File: src/hw/rmac_defs.svh
/*
 * Register offsets, reset values and widths for the register-mapped
 * multiply/accumulate unit.
 * Assumes an 8-bit register address space on the processor's data bus.
 */
`ifndef RMAC_DEFS_SVH
`define RMAC_DEFS_SVH

// ---------------------------------------------------------------------
// Register offsets
// ---------------------------------------------------------------------
`define RMAC_OFS_MULT_X 8'he8
`define RMAC_OFS_MULT_Y 8'he9
`define RMAC_OFS_PROD_HI 8'hea
`define RMAC_OFS_PROD_LO 8'heb
`define RMAC_OFS_ACC_B1 8'hec
`define RMAC_OFS_ACC_B0 8'hed
`define RMAC_OFS_ACC_B3 8'hee
`define RMAC_OFS_ACC_B2 8'hef

// ---------------------------------------------------------------------
// Reset values and widths
// ---------------------------------------------------------------------
`define RMAC_RST_BYTE 8'h00
`define RMAC_RST_ACC 32'h0000_0000
`define RMAC_RD_IDLE 8'h00

`endif

File: src/hw/rmac_pkg.sv
/*
 * Types shared by the multiply/accumulate unit.
 * Assumes nothing beyond a SystemVerilog compiler.
 */
package rmac_pkg;
    typedef logic signed [7:0] rmac_opnd_t;
    typedef logic signed [15:0] rmac_prod_t;
    typedef logic signed [31:0] rmac_acc_t;
    typedef logic [7:0] rmac_addr_t;
    typedef logic [7:0] rmac_data_t;
endpackage

File: src/hw/rmac_mult.sv
/*
 * Signed 8x8 multiplier, purely combinational.
 * Assumes operands are the next-state operand values, settled within the same clock.
 */
module rmac_mult (
    input wire rmac_pkg::rmac_opnd_t a_i,
    input wire rmac_pkg::rmac_opnd_t b_i,
    output rmac_pkg::rmac_prod_t p_o
);
    import rmac_pkg::*;

    // Two's complement product; 16 bits hold every signed 8x8 result.
    assign p_o = rmac_prod_t'(a_i) * rmac_prod_t'(b_i);
endmodule

File: src/hw/rmac_top.sv
/*
 * Register-mapped signed multiplier and multiply/accumulate unit.
 * Assumes a single-cycle register bus from the processor core: write
 * and read strobes qualified by an address, all on sys_clk_i.
 */
// Operation
// (RULE1) Software waits one instruction before upper bytes.
// (RULE2) Low accumulator bytes valid next instruction.
// (RULE3) Product readable right after operand write.
// (RULE4) Write-only X operand at E8h.
// (RULE5) Write-only Y operand at E9h.
// (RULE6) EAh reads product upper byte.
// (RULE7) EBh reads product lower byte.
// (RULE8) ECh reads accumulator bits 15..8.
// (RULE9) ECh write loads X, starts accumulate.
// (RULE10) EDh reads accumulator bits 7..0.
// (RULE11) EDh write loads Y, starts accumulate.
// (RULE12) Clear register reads accumulator bits 31..24.
// (RULE13) Any write to it clears accumulator.
// (RULE14) Signed operands, product and accumulator.
// (RULE15) Plain operand write recomputes product only.
// (RULE16) X and Y operands shared by both paths.
// (RULE17) EFh reads bits 23..16, write clears.
// (RULE18) Upper bytes lag one cycle; space accumulates.
`include "rmac_defs.svh"

module rmac_top (
    input wire logic sys_clk_i,
    input wire logic rst_i,
    input wire logic wr_en_i,
    input wire logic rd_en_i,
    input wire rmac_pkg::rmac_addr_t addr_i,
    input wire rmac_pkg::rmac_data_t wdata_i,
    output rmac_pkg::rmac_data_t rdata_o
);
    import rmac_pkg::*;

    // -----------------------------------------------------------------
    // State
    // -----------------------------------------------------------------
    rmac_opnd_t opnd_x_q;
    rmac_opnd_t opnd_y_q;
    rmac_opnd_t opnd_x_d;
    rmac_opnd_t opnd_y_d;
    rmac_prod_t prod_q;
    rmac_prod_t prod_d;
    rmac_prod_t acc_prod_q;
    logic [15:0] acc_lo_q;
    logic [15:0] acc_hi_q;
    logic carry_q;
    logic pend_q;
    logic [16:0] lo_sum;
    logic [15:0] hi_ext;
    logic wr_x;
    logic wr_y;
    logic wr_mx;
    logic wr_my;
    logic wr_clr;
    logic acc_go;
    rmac_data_t rdata_d;

    function automatic logic hit(input rmac_addr_t a, input rmac_addr_t o);
        hit = (a == o);
    endfunction

    // -----------------------------------------------------------------
    // Write decode
    // -----------------------------------------------------------------
    // Decoded write strobes for six of the eight register offsets.
    // (RULE4) X operand decode.
    assign wr_x = wr_en_i && hit(addr_i, `RMAC_OFS_MULT_X);
    // (RULE5) Y operand decode.
    assign wr_y = wr_en_i && hit(addr_i, `RMAC_OFS_MULT_Y);
    // (RULE9) Accumulate X decode.
    assign wr_mx = wr_en_i && hit(addr_i, `RMAC_OFS_ACC_B1);
    // (RULE11) Accumulate Y decode.
    assign wr_my = wr_en_i && hit(addr_i, `RMAC_OFS_ACC_B0);
    // (RULE13) Clear strobes ignore data.
    assign wr_clr = wr_en_i && (hit(addr_i, `RMAC_OFS_ACC_B3)
                               || hit(addr_i, `RMAC_OFS_ACC_B2));
    assign acc_go = wr_mx || wr_my;

    // -----------------------------------------------------------------
    // Operands and product
    // -----------------------------------------------------------------
    // (RULE16) Shared operand update.
    always_comb begin
        opnd_x_d = opnd_x_q;
        opnd_y_d = opnd_y_q;
        if (wr_x || wr_mx) begin
            opnd_x_d = wdata_i;
        end
        if (wr_y || wr_my) begin
            opnd_y_d = wdata_i;
        end
    end

    // The product is formed from the operands about to be stored, so it
    // is ready on the cycle after the write with no extra wait.
    rmac_mult u_mult (
        .a_i(opnd_x_d),
        .b_i(opnd_y_d),
        .p_o(prod_d)
    );

    always_ff @(posedge sys_clk_i or posedge rst_i) begin
        if (rst_i) begin
            opnd_x_q <= `RMAC_RST_BYTE;
            opnd_y_q <= `RMAC_RST_BYTE;
        end else begin
            opnd_x_q <= opnd_x_d;
            opnd_y_q <= opnd_y_d;
        end
    end

    // (RULE3) Product registered at once.
    // (RULE15) Recompute on every operand write.
    always_ff @(posedge sys_clk_i or posedge rst_i) begin
        if (rst_i) begin
            prod_q <= 16'h0000;
        end else if (wr_x || wr_y || acc_go) begin
            prod_q <= prod_d;
        end
    end

    // -----------------------------------------------------------------
    // Accumulator
    // -----------------------------------------------------------------
    // (RULE14) Signed low half sum.
    assign lo_sum = {1'b0, acc_lo_q} + {1'b0, prod_d};
    // Sign extension of the stored product into the upper half.
    assign hi_ext = {16{acc_prod_q[15]}};

    // (RULE2) Low half updated immediately.
    always_ff @(posedge sys_clk_i or posedge rst_i) begin
        if (rst_i) begin
            acc_lo_q <= 16'h0000;
        end else if (wr_clr) begin
            acc_lo_q <= 16'h0000;
        end else if (acc_go) begin
            acc_lo_q <= lo_sum[15:0];
        end
    end

    // The upper half finishes one cycle later from the carry and the
    // product sign; this splits the 32-bit add to keep the path short.
    // (RULE18) Deferred upper half add.
    always_ff @(posedge sys_clk_i or posedge rst_i) begin
        if (rst_i) begin
            pend_q <= 1'b0;
            carry_q <= 1'b0;
            acc_prod_q <= 16'h0000;
        end else begin
            pend_q <= acc_go && !wr_clr;
            carry_q <= lo_sum[16];
            acc_prod_q <= prod_d;
        end
    end

    // (RULE13) Clear all four bytes.
    // (RULE17) Second clear address.
    always_ff @(posedge sys_clk_i or posedge rst_i) begin
        if (rst_i) begin
            acc_hi_q <= 16'h0000;
        end else if (wr_clr) begin
            acc_hi_q <= 16'h0000;
        end else if (pend_q) begin
            acc_hi_q <= acc_hi_q + hi_ext + {15'h0000, carry_q};
        end
    end

    // -----------------------------------------------------------------
    // Read mux
    // -----------------------------------------------------------------
    // Write-only and unmapped offsets read as zero.
    always_comb begin
        rdata_d = `RMAC_RD_IDLE;
        if (rd_en_i) begin
            unique case (addr_i)
                // (RULE6) Product upper byte.
                `RMAC_OFS_PROD_HI: rdata_d = prod_q[15:8];
                // (RULE7) Product lower byte.
                `RMAC_OFS_PROD_LO: rdata_d = prod_q[7:0];
                // (RULE8) Accumulator bits 15..8.
                `RMAC_OFS_ACC_B1: rdata_d = acc_lo_q[15:8];
                // (RULE10) Accumulator bits 7..0.
                `RMAC_OFS_ACC_B0: rdata_d = acc_lo_q[7:0];
                // (RULE12) Accumulator bits 31..24.
                `RMAC_OFS_ACC_B3: rdata_d = acc_hi_q[15:8];
                // (RULE17) Accumulator bits 23..16.
                `RMAC_OFS_ACC_B2: rdata_d = acc_hi_q[7:0];
                default: rdata_d = `RMAC_RD_IDLE;
            endcase
        end
    end

    // Registered read data: valid the cycle after rd_en_i.
    always_ff @(posedge sys_clk_i or posedge rst_i) begin
        if (rst_i) begin
            rdata_o <= `RMAC_RD_IDLE;
        end else begin
            rdata_o <= rdata_d;
        end
    end
endmodule

File: config.mk
export PLATFORM = sky130hd
export DESIGN_NAME = rmac_top
export DESIGN_NICKNAME = d
export VERILOG_FILES = /design/src/hw/rmac_pkg.sv /design/src/hw/rmac_mult.sv /design/src/hw/rmac_top.sv
export VERILOG_INCLUDE_DIRS = /design/src /design/src/hw
export SDC_FILE = /design/constraint.sdc
export NUM_CORES = 1
export LEC_CHECK = 0
export ABC_AREA = 0
export BUFFER_PORTS_ARGS = -buffer_cell sky130_fd_sc_hd__clkbuf_2
export CORE_MARGIN = 2
export CORE_UTILIZATION = 45
export CTS_CLUSTER_DIAMETER = 60
export CTS_CLUSTER_SIZE = 25
export DETAILED_ROUTE_END_ITERATION = 7
export SYNTH_ARGS = -nofsm -noshare
export SYNTH_HDL_FRONTEND = slang
export SYNTH_SLANG_ARGS = --single-unit
File: constraint.sdc
create_clock -name sys_clk_i -period 6 [get_ports sys_clk_i]
set_input_delay 0.3 -clock sys_clk_i [delete_from_list [all_inputs] [get_ports sys_clk_i]]
set_output_delay 0.3 -clock sys_clk_i [all_outputs]
set_load 0.02 [all_outputs]
# Yosys cells after proc, flatten, opt, wreduce, memory -nomap -nowiden
# Index checks and enable logic that the tools add are counted.
dict set report totals {
  reg_bits 90
  latchBits 0
  mem_bits_rw 0
  romBits 0
  in_bits 20
  output_inout_bits 8
  elab_cells 44
  memories 0
}
dict set report classes {
  n_addsub 3
  mul 1
  n_div 0
  n_lt_le_gt_ge 0
  n_eq_ne 8
  n_shift 0
  muxes 8
  n_bitwise 0
  n_reduce_logical 15
}
# op n
set op_table {}
lappend op_table {{== test 8 bit, second input constant} 8}
lappend op_table {{two-way mux 16 bit} 4}
lappend op_table {{case mux 8 bit (6 select lines)} 1}
lappend op_table {{two-way mux 8 bit} 3}
lappend op_table {{adder 16 x 16 -> 17 bit} 1}
lappend op_table {{adder 16 x 1 -> 16 bit} 1}
lappend op_table {{adder 16 bit} 1}
lappend op_table {{multiplier 8 x 8 -> 16 bit} 1}
lappend op_table {{logical AND 1 bit} 6}
lappend op_table {{logical OR 1 bit} 6}
lappend op_table {{nonzero test 2 bit} 2}
lappend op_table {{logical NOT 1 bit} 1}

# Longest topological paths before layout
dict set report depth {
  depth_word 8
  ltp_mapped 30
  ltp_nobuf 30
}

# Modules after synthesis
# From an unflattened synthesis, not the netlist that was laid out.
dict set report unflattened {
  hier_cells 766
  area_unflattened_um2 7294.5
}
# mod n_inst cells_per_inst area_each_um2 seq_area_each_um2
set by_module_without_submodules {}
lappend by_module_without_submodules {rmac_top 1 477 4762.1 1876.8}
lappend by_module_without_submodules {rmac_mult 1 289 2532.4 0.0}

# Worst setup path after synthesis
# OpenSTA, ideal clock, no wires.
dict set report synth_path {
  kind {input-to-reg}
  start {input addr_i[6]}
  end {register acc_lo_q[14]}
  t_arrival_ns 5.869
  t_required_ns 5.869
  path_slack_ns 0.000
  cell_stages 22
  path_buffers 0
  cell_sequence {nand3_1 -> nor3b_4 -> nand3b_4 -> nor2_8 -> mux2i_1 -> nor2_1 -> fa_1 -> inv_1 -> fa_1 -> fa_1 -> fa_1 -> inv_1 -> ha_1 -> or4_1 -> o22ai_1 -> xnor2_1 -> ha_1 -> a21oi_1 -> nand2b_1 -> o22ai_1 -> xor2_1 -> o21ai_1}
}
dict set report synth_via {
  elab_chain_len 8
  word_cells_on_any_way 22
  cone_classes {add/sub (1); mul (1); eq/ne (6); mux (4); reduce/logical (10)}
}
# element line_no
set synth_lines {}
lappend synth_lines {{from (decl)} rmac_top.sv:32} ;# input wire rmac_pkg::rmac_addr_t addr_i,
lappend synth_lines {{== test 8 bit} rmac_top.sv:63} ;# hit = (a == o);
lappend synth_lines {{logical AND 1 bit, on equally long branches} -}
lappend synth_lines {{logical OR 1 bit, on equally long branches} {rmac_top.sv:90, rmac_top.sv:93}}
lappend synth_lines {{two-way mux 8 bit, on equally long branches} {rmac_top.sv:90, rmac_top.sv:93}}
lappend synth_lines {{multiplier 8 x 8 -> 16 bit *} rmac_mult.sv:13} ;# assign p_o = rmac_prod_t'(a_i) * rmac_prod_t'(b_i);
lappend synth_lines {{named net prod_d[12]} rmac_top.sv:46} ;# rmac_prod_t prod_d;
lappend synth_lines {{adder 16 x 16 -> 17 bit *} rmac_top.sv:130} ;# assign lo_sum = {1'b0, acc_lo_q} + {1'b0, prod_d};
lappend synth_lines {{two-way mux 16 bit *} rmac_top.sv:140} ;# end else if (acc_go) begin
lappend synth_lines {{two-way mux 16 bit *} rmac_top.sv:138} ;# end else if (wr_clr) begin
lappend synth_lines {{to (signal assigned)} rmac_top.sv:141} ;# acc_lo_q <= lo_sum[15:0];
lappend synth_lines {{to (decl)} rmac_top.sv:48} ;# logic [15:0] acc_lo_q;
# The timed path passes the listed nets; every way through them passes the cells marked *. The select of a mux whose other input is x is not followed.
# A chain may end at the register's enable or synchronous reset.

# Worst setup path in the final report
dict set report layout_path {
  start {input addr_i[3]}
  end {register acc_lo_q[12]}
}
# The elaborated chain is that of the path after synthesis.

==> results by group <==
STA
  – Period minus WS final: 5910 ps
  – Fmax: 0.169 GHz
  – Slew HR: 0.348
  – Finish-stage setup viols: 0
  – Actual slew at the worst max-slew pin: 979 ps
  – Slew Viols, Final: 0
  – Setup TNS: 0 ps
  – Unrepaired setup endpoints after global routing: true
  – Tcrit/Tclk final: 0.985
  – Setup Skew: 5.48 ps
  – Setup ws final: 87.8 ps
  – Final Hold Vio Count: 0

Routing
  – Wire length per cell: 16.0 microns
  – 1st-iter DRT viols: 349
  – Routed vias: 5753
  – DRC violations left: 0
  – Antenna-violating nets left: 0
  – Vias per std cell: 5.33
  – DRT Pass-1 Iters: 5
  – Post-Route WL: 17200 microns

Synthesis
  – Syn_nets: 878
  – Dominant cell type by area after synthesis: dfrtp_1
  – Count leader, synth: inv_1
  – Top cells by area, synth: dfrtp_1 (27%), fa_1 (17%), ha_1 (11%)
  – Synth Flop Type: dfrtp_1
  – #FFs+latches synth: 75
  – Syn. warnings: 0
  – Seq/Total Area, Yosys: 0.267
  – Distinct cells, synth: 58
  – Mean Syn Cell Area: 9.48 sq um
  – Post-synth top cells: inv_1 (102), nor2_1 (82), dfrtp_1 (75)
  – Synth top area share: 0.267
  – Synthesized instance count: 741
  – Mapped Area: 7030 sq um
  – Number of synthesized flops with an enable pin: 0
  – Fraction of registers with async set or reset after synthesis: 1.00

Clock network
  – Root Driver: clkbuf_16
  – Clk sinks: 75
  – CTS Buf Count: 9
  – Clk Latency, worst-skew pair: 340 ps
  – Reg clk slew, reported paths: 60 ps
  – Post-CTS Hold Fix Bufs: 0
  – CTS tree: done
  – CTS Buffer Depth: 2
  – H-tree depth: 3

Critical path
  – CP Launch Type: primary input
  – Worst Path Arrival: 6120 ps
  – CP Data Required Time: 6200 ps
  – Crit. End Element: flop
  – Largest fanout on the critical path: 7
  – Crit path top cell by count: fa_1
  – Kind of critical path: in2reg
  – CP max stage cell: fa_1
  – Worst-case reg-to-reg path depth: 23
  – Crit path largest cell delay: 500 ps

Floorplan
  – Die height: 129 microns
  – Initial core utilization: 0.461
  – Total die area: 16600 sq um
  – Core region area: 15300 sq um
  – I/O pin count: 28
  – Horiz. Die Dim: 129 microns
  – Core Rows: 45

GRT
  – Grt met2 use: 0.341
  – GRT Util Overall: 0.217
  – Largest net degree at the start of global routing: 76
  – GR Util met3: 0.0316
  – Vias in the first global route: 5629
  – Most used routing layer: met2
  – Overflow left after global routing: 0
  – Met1 Use GR: 0.312
  – First-pass GRT wire length: 28100 microns
  – Initial antenna violation count: 0

Layout
  – Nets: 1000
  – Final cell count without fillers: 1079
  – Antenna fix cells: 0
  – Area growth from synthesis to layout: 23.5%
  – Final core utilization: 0.569
  – Fraction of layout cells with a size suffix above 1: 0.258

Place
  – Post-place setup slack: -281 ps
  – Buffers on Ports: 27
  – Placed Cells: 1050
  – Hpwl dp: 13400 microns
  – RePlAce Congestion: 0.894

Power and ir drop
  – Power Density: 209 nW/um^2
  – Peak supply drop: 138 uV
  – Leakage: 4.23 nW
  – Power Total: 1.82 mW

Run
  – Number of max-cap violations: 0

Outcome
  – Status: finished, final reports clean

Min path
  – Worst Hold Class: in2async
cell type report:
| class | count | area (sq um) |
|---|---|---|
| sequential | 75 | 1880 |
| tap | 211 | 264 |
| clock buffer | 11 | 253 |
| fill | 1306 | 6580 |
| multi-input combinational | 539 | 4880 |
| timing repair buffer | 124 | 943 |
| clock inverter | 5 | 36.3 |
| inverter | 114 | 428 |
worst paths after layout:
check                             from           end  slack [ps]
setup / recovery             addr_i[3]  acc_lo_q[12]          90
hold / removal                   rst_i   opnd_y_q[1]         240
setup reg to reg           opnd_y_q[2]  acc_lo_q[12]         650
hold reg to reg              prod_q[2]     prod_q[2]         500
max in group asynchronous        rst_i   acc_lo_q[5]        5120
min in group sys_clk_i      wdata_i[1]   opnd_y_q[1]         260
per-layer routing:
| metal | wire [microns] | vias up |
|---|---|---|
| met3 | 729 | 23 |
| met1 | 8120 | 2850 |
| li1 | - | 2732 |
| met5 | 0 | - |
| met4 | 328 | 0 |
| met2 | 8060 | 148 |
layout by cell type, fill, tap and decap left out, types with 3 or more instances in the layout:
cell,synthesis,routed
o21ai_1,9,9
fa_1,58,56
clkbuf_16,0,9
clkinvlp_4,0,3
a21o_1,7,7
or3_1,4,4
nand2_1,62,62
ha_1,59,56
nand2b_1,5,5
buf_6,0,4
a211oi_1,10,10
o21ai_2,1,3
mux2i_2,0,4
nor2_1,82,79
clkbuf_2,0,24
buf_4,0,91
nor3_1,9,9
mux2i_4,8,9
xnor2_1,20,19
a21oi_1,25,20
inv_2,12,18
o22ai_1,11,9
a221oi_1,9,8
a21oi_2,1,5
mux2i_1,35,30
buf_12,0,4
nor2b_1,10,8
inv_1,102,96
o21a_1,12,12
dfrtp_1,75,75
mux2_2,11,11
xor2_1,14,13
o31ai_1,4,4
a31oi_1,6,5
o21bai_1,4,4
nand3_1,7,5
o21ai_0,24,21
worst max-delay path, delay by kind of cell:
kind | cells | cell delay (ps)
muxes | 1 | 160
buffers and inverters | 6 | 660
AOI/OAI and AO/OA | 7 | 1050
xor gates and xnor gates | 2 | 280
adders and majority gates | 6 | 2520
and+or+nand+nor | 8 | 1110
metrics by stage:
stage          area (sq um)  hold WS [ps]
3_5_place_dp           8040           473
4_1_cts                8330           251
3_3_place_gp           8040           458
6_report               8680           239
2_1_floorplan          7030           446
5_1_grt                8680           262
cells by family (layout without fill, tap and decap cells):
family                     Yosys count  count (layout)  synth area share
AOI/OAI and AO/OA                  138             138             0.128
DFF                                 75              75             0.267
and+or+nand+nor                    196             196             0.131
muxes                               54              54            0.0931
buffers and inverters              127             254            0.0684
xor gates and xnor gates            34              34            0.0424
adders and majority gates          117             117             0.270
state kept, by name (all words and copies together) (netlist names):
signal,flops
acc_hi_q,16
acc_lo_q,16
prod_q,16
opnd_x_q,8
opnd_y_q,8
rdata_o,8
acc_prod_q,1
carry_q,1
pend_q,1
report_power, final:
group	internal, mW	switching [mW]
logic	0.322	0.372
clock network	0.304	0.232
registers	0.544	0.0444
total	1.17	0.648
repair_timing:
| action | in CTS | in global routing |
|---|---|---|
| buffers inserted | 0 | 13 |
| endpoints found under the setup margin | 0 | 8 |
| resized for setup | 0 | 56 |
Power figures use the tool's default switching activity.
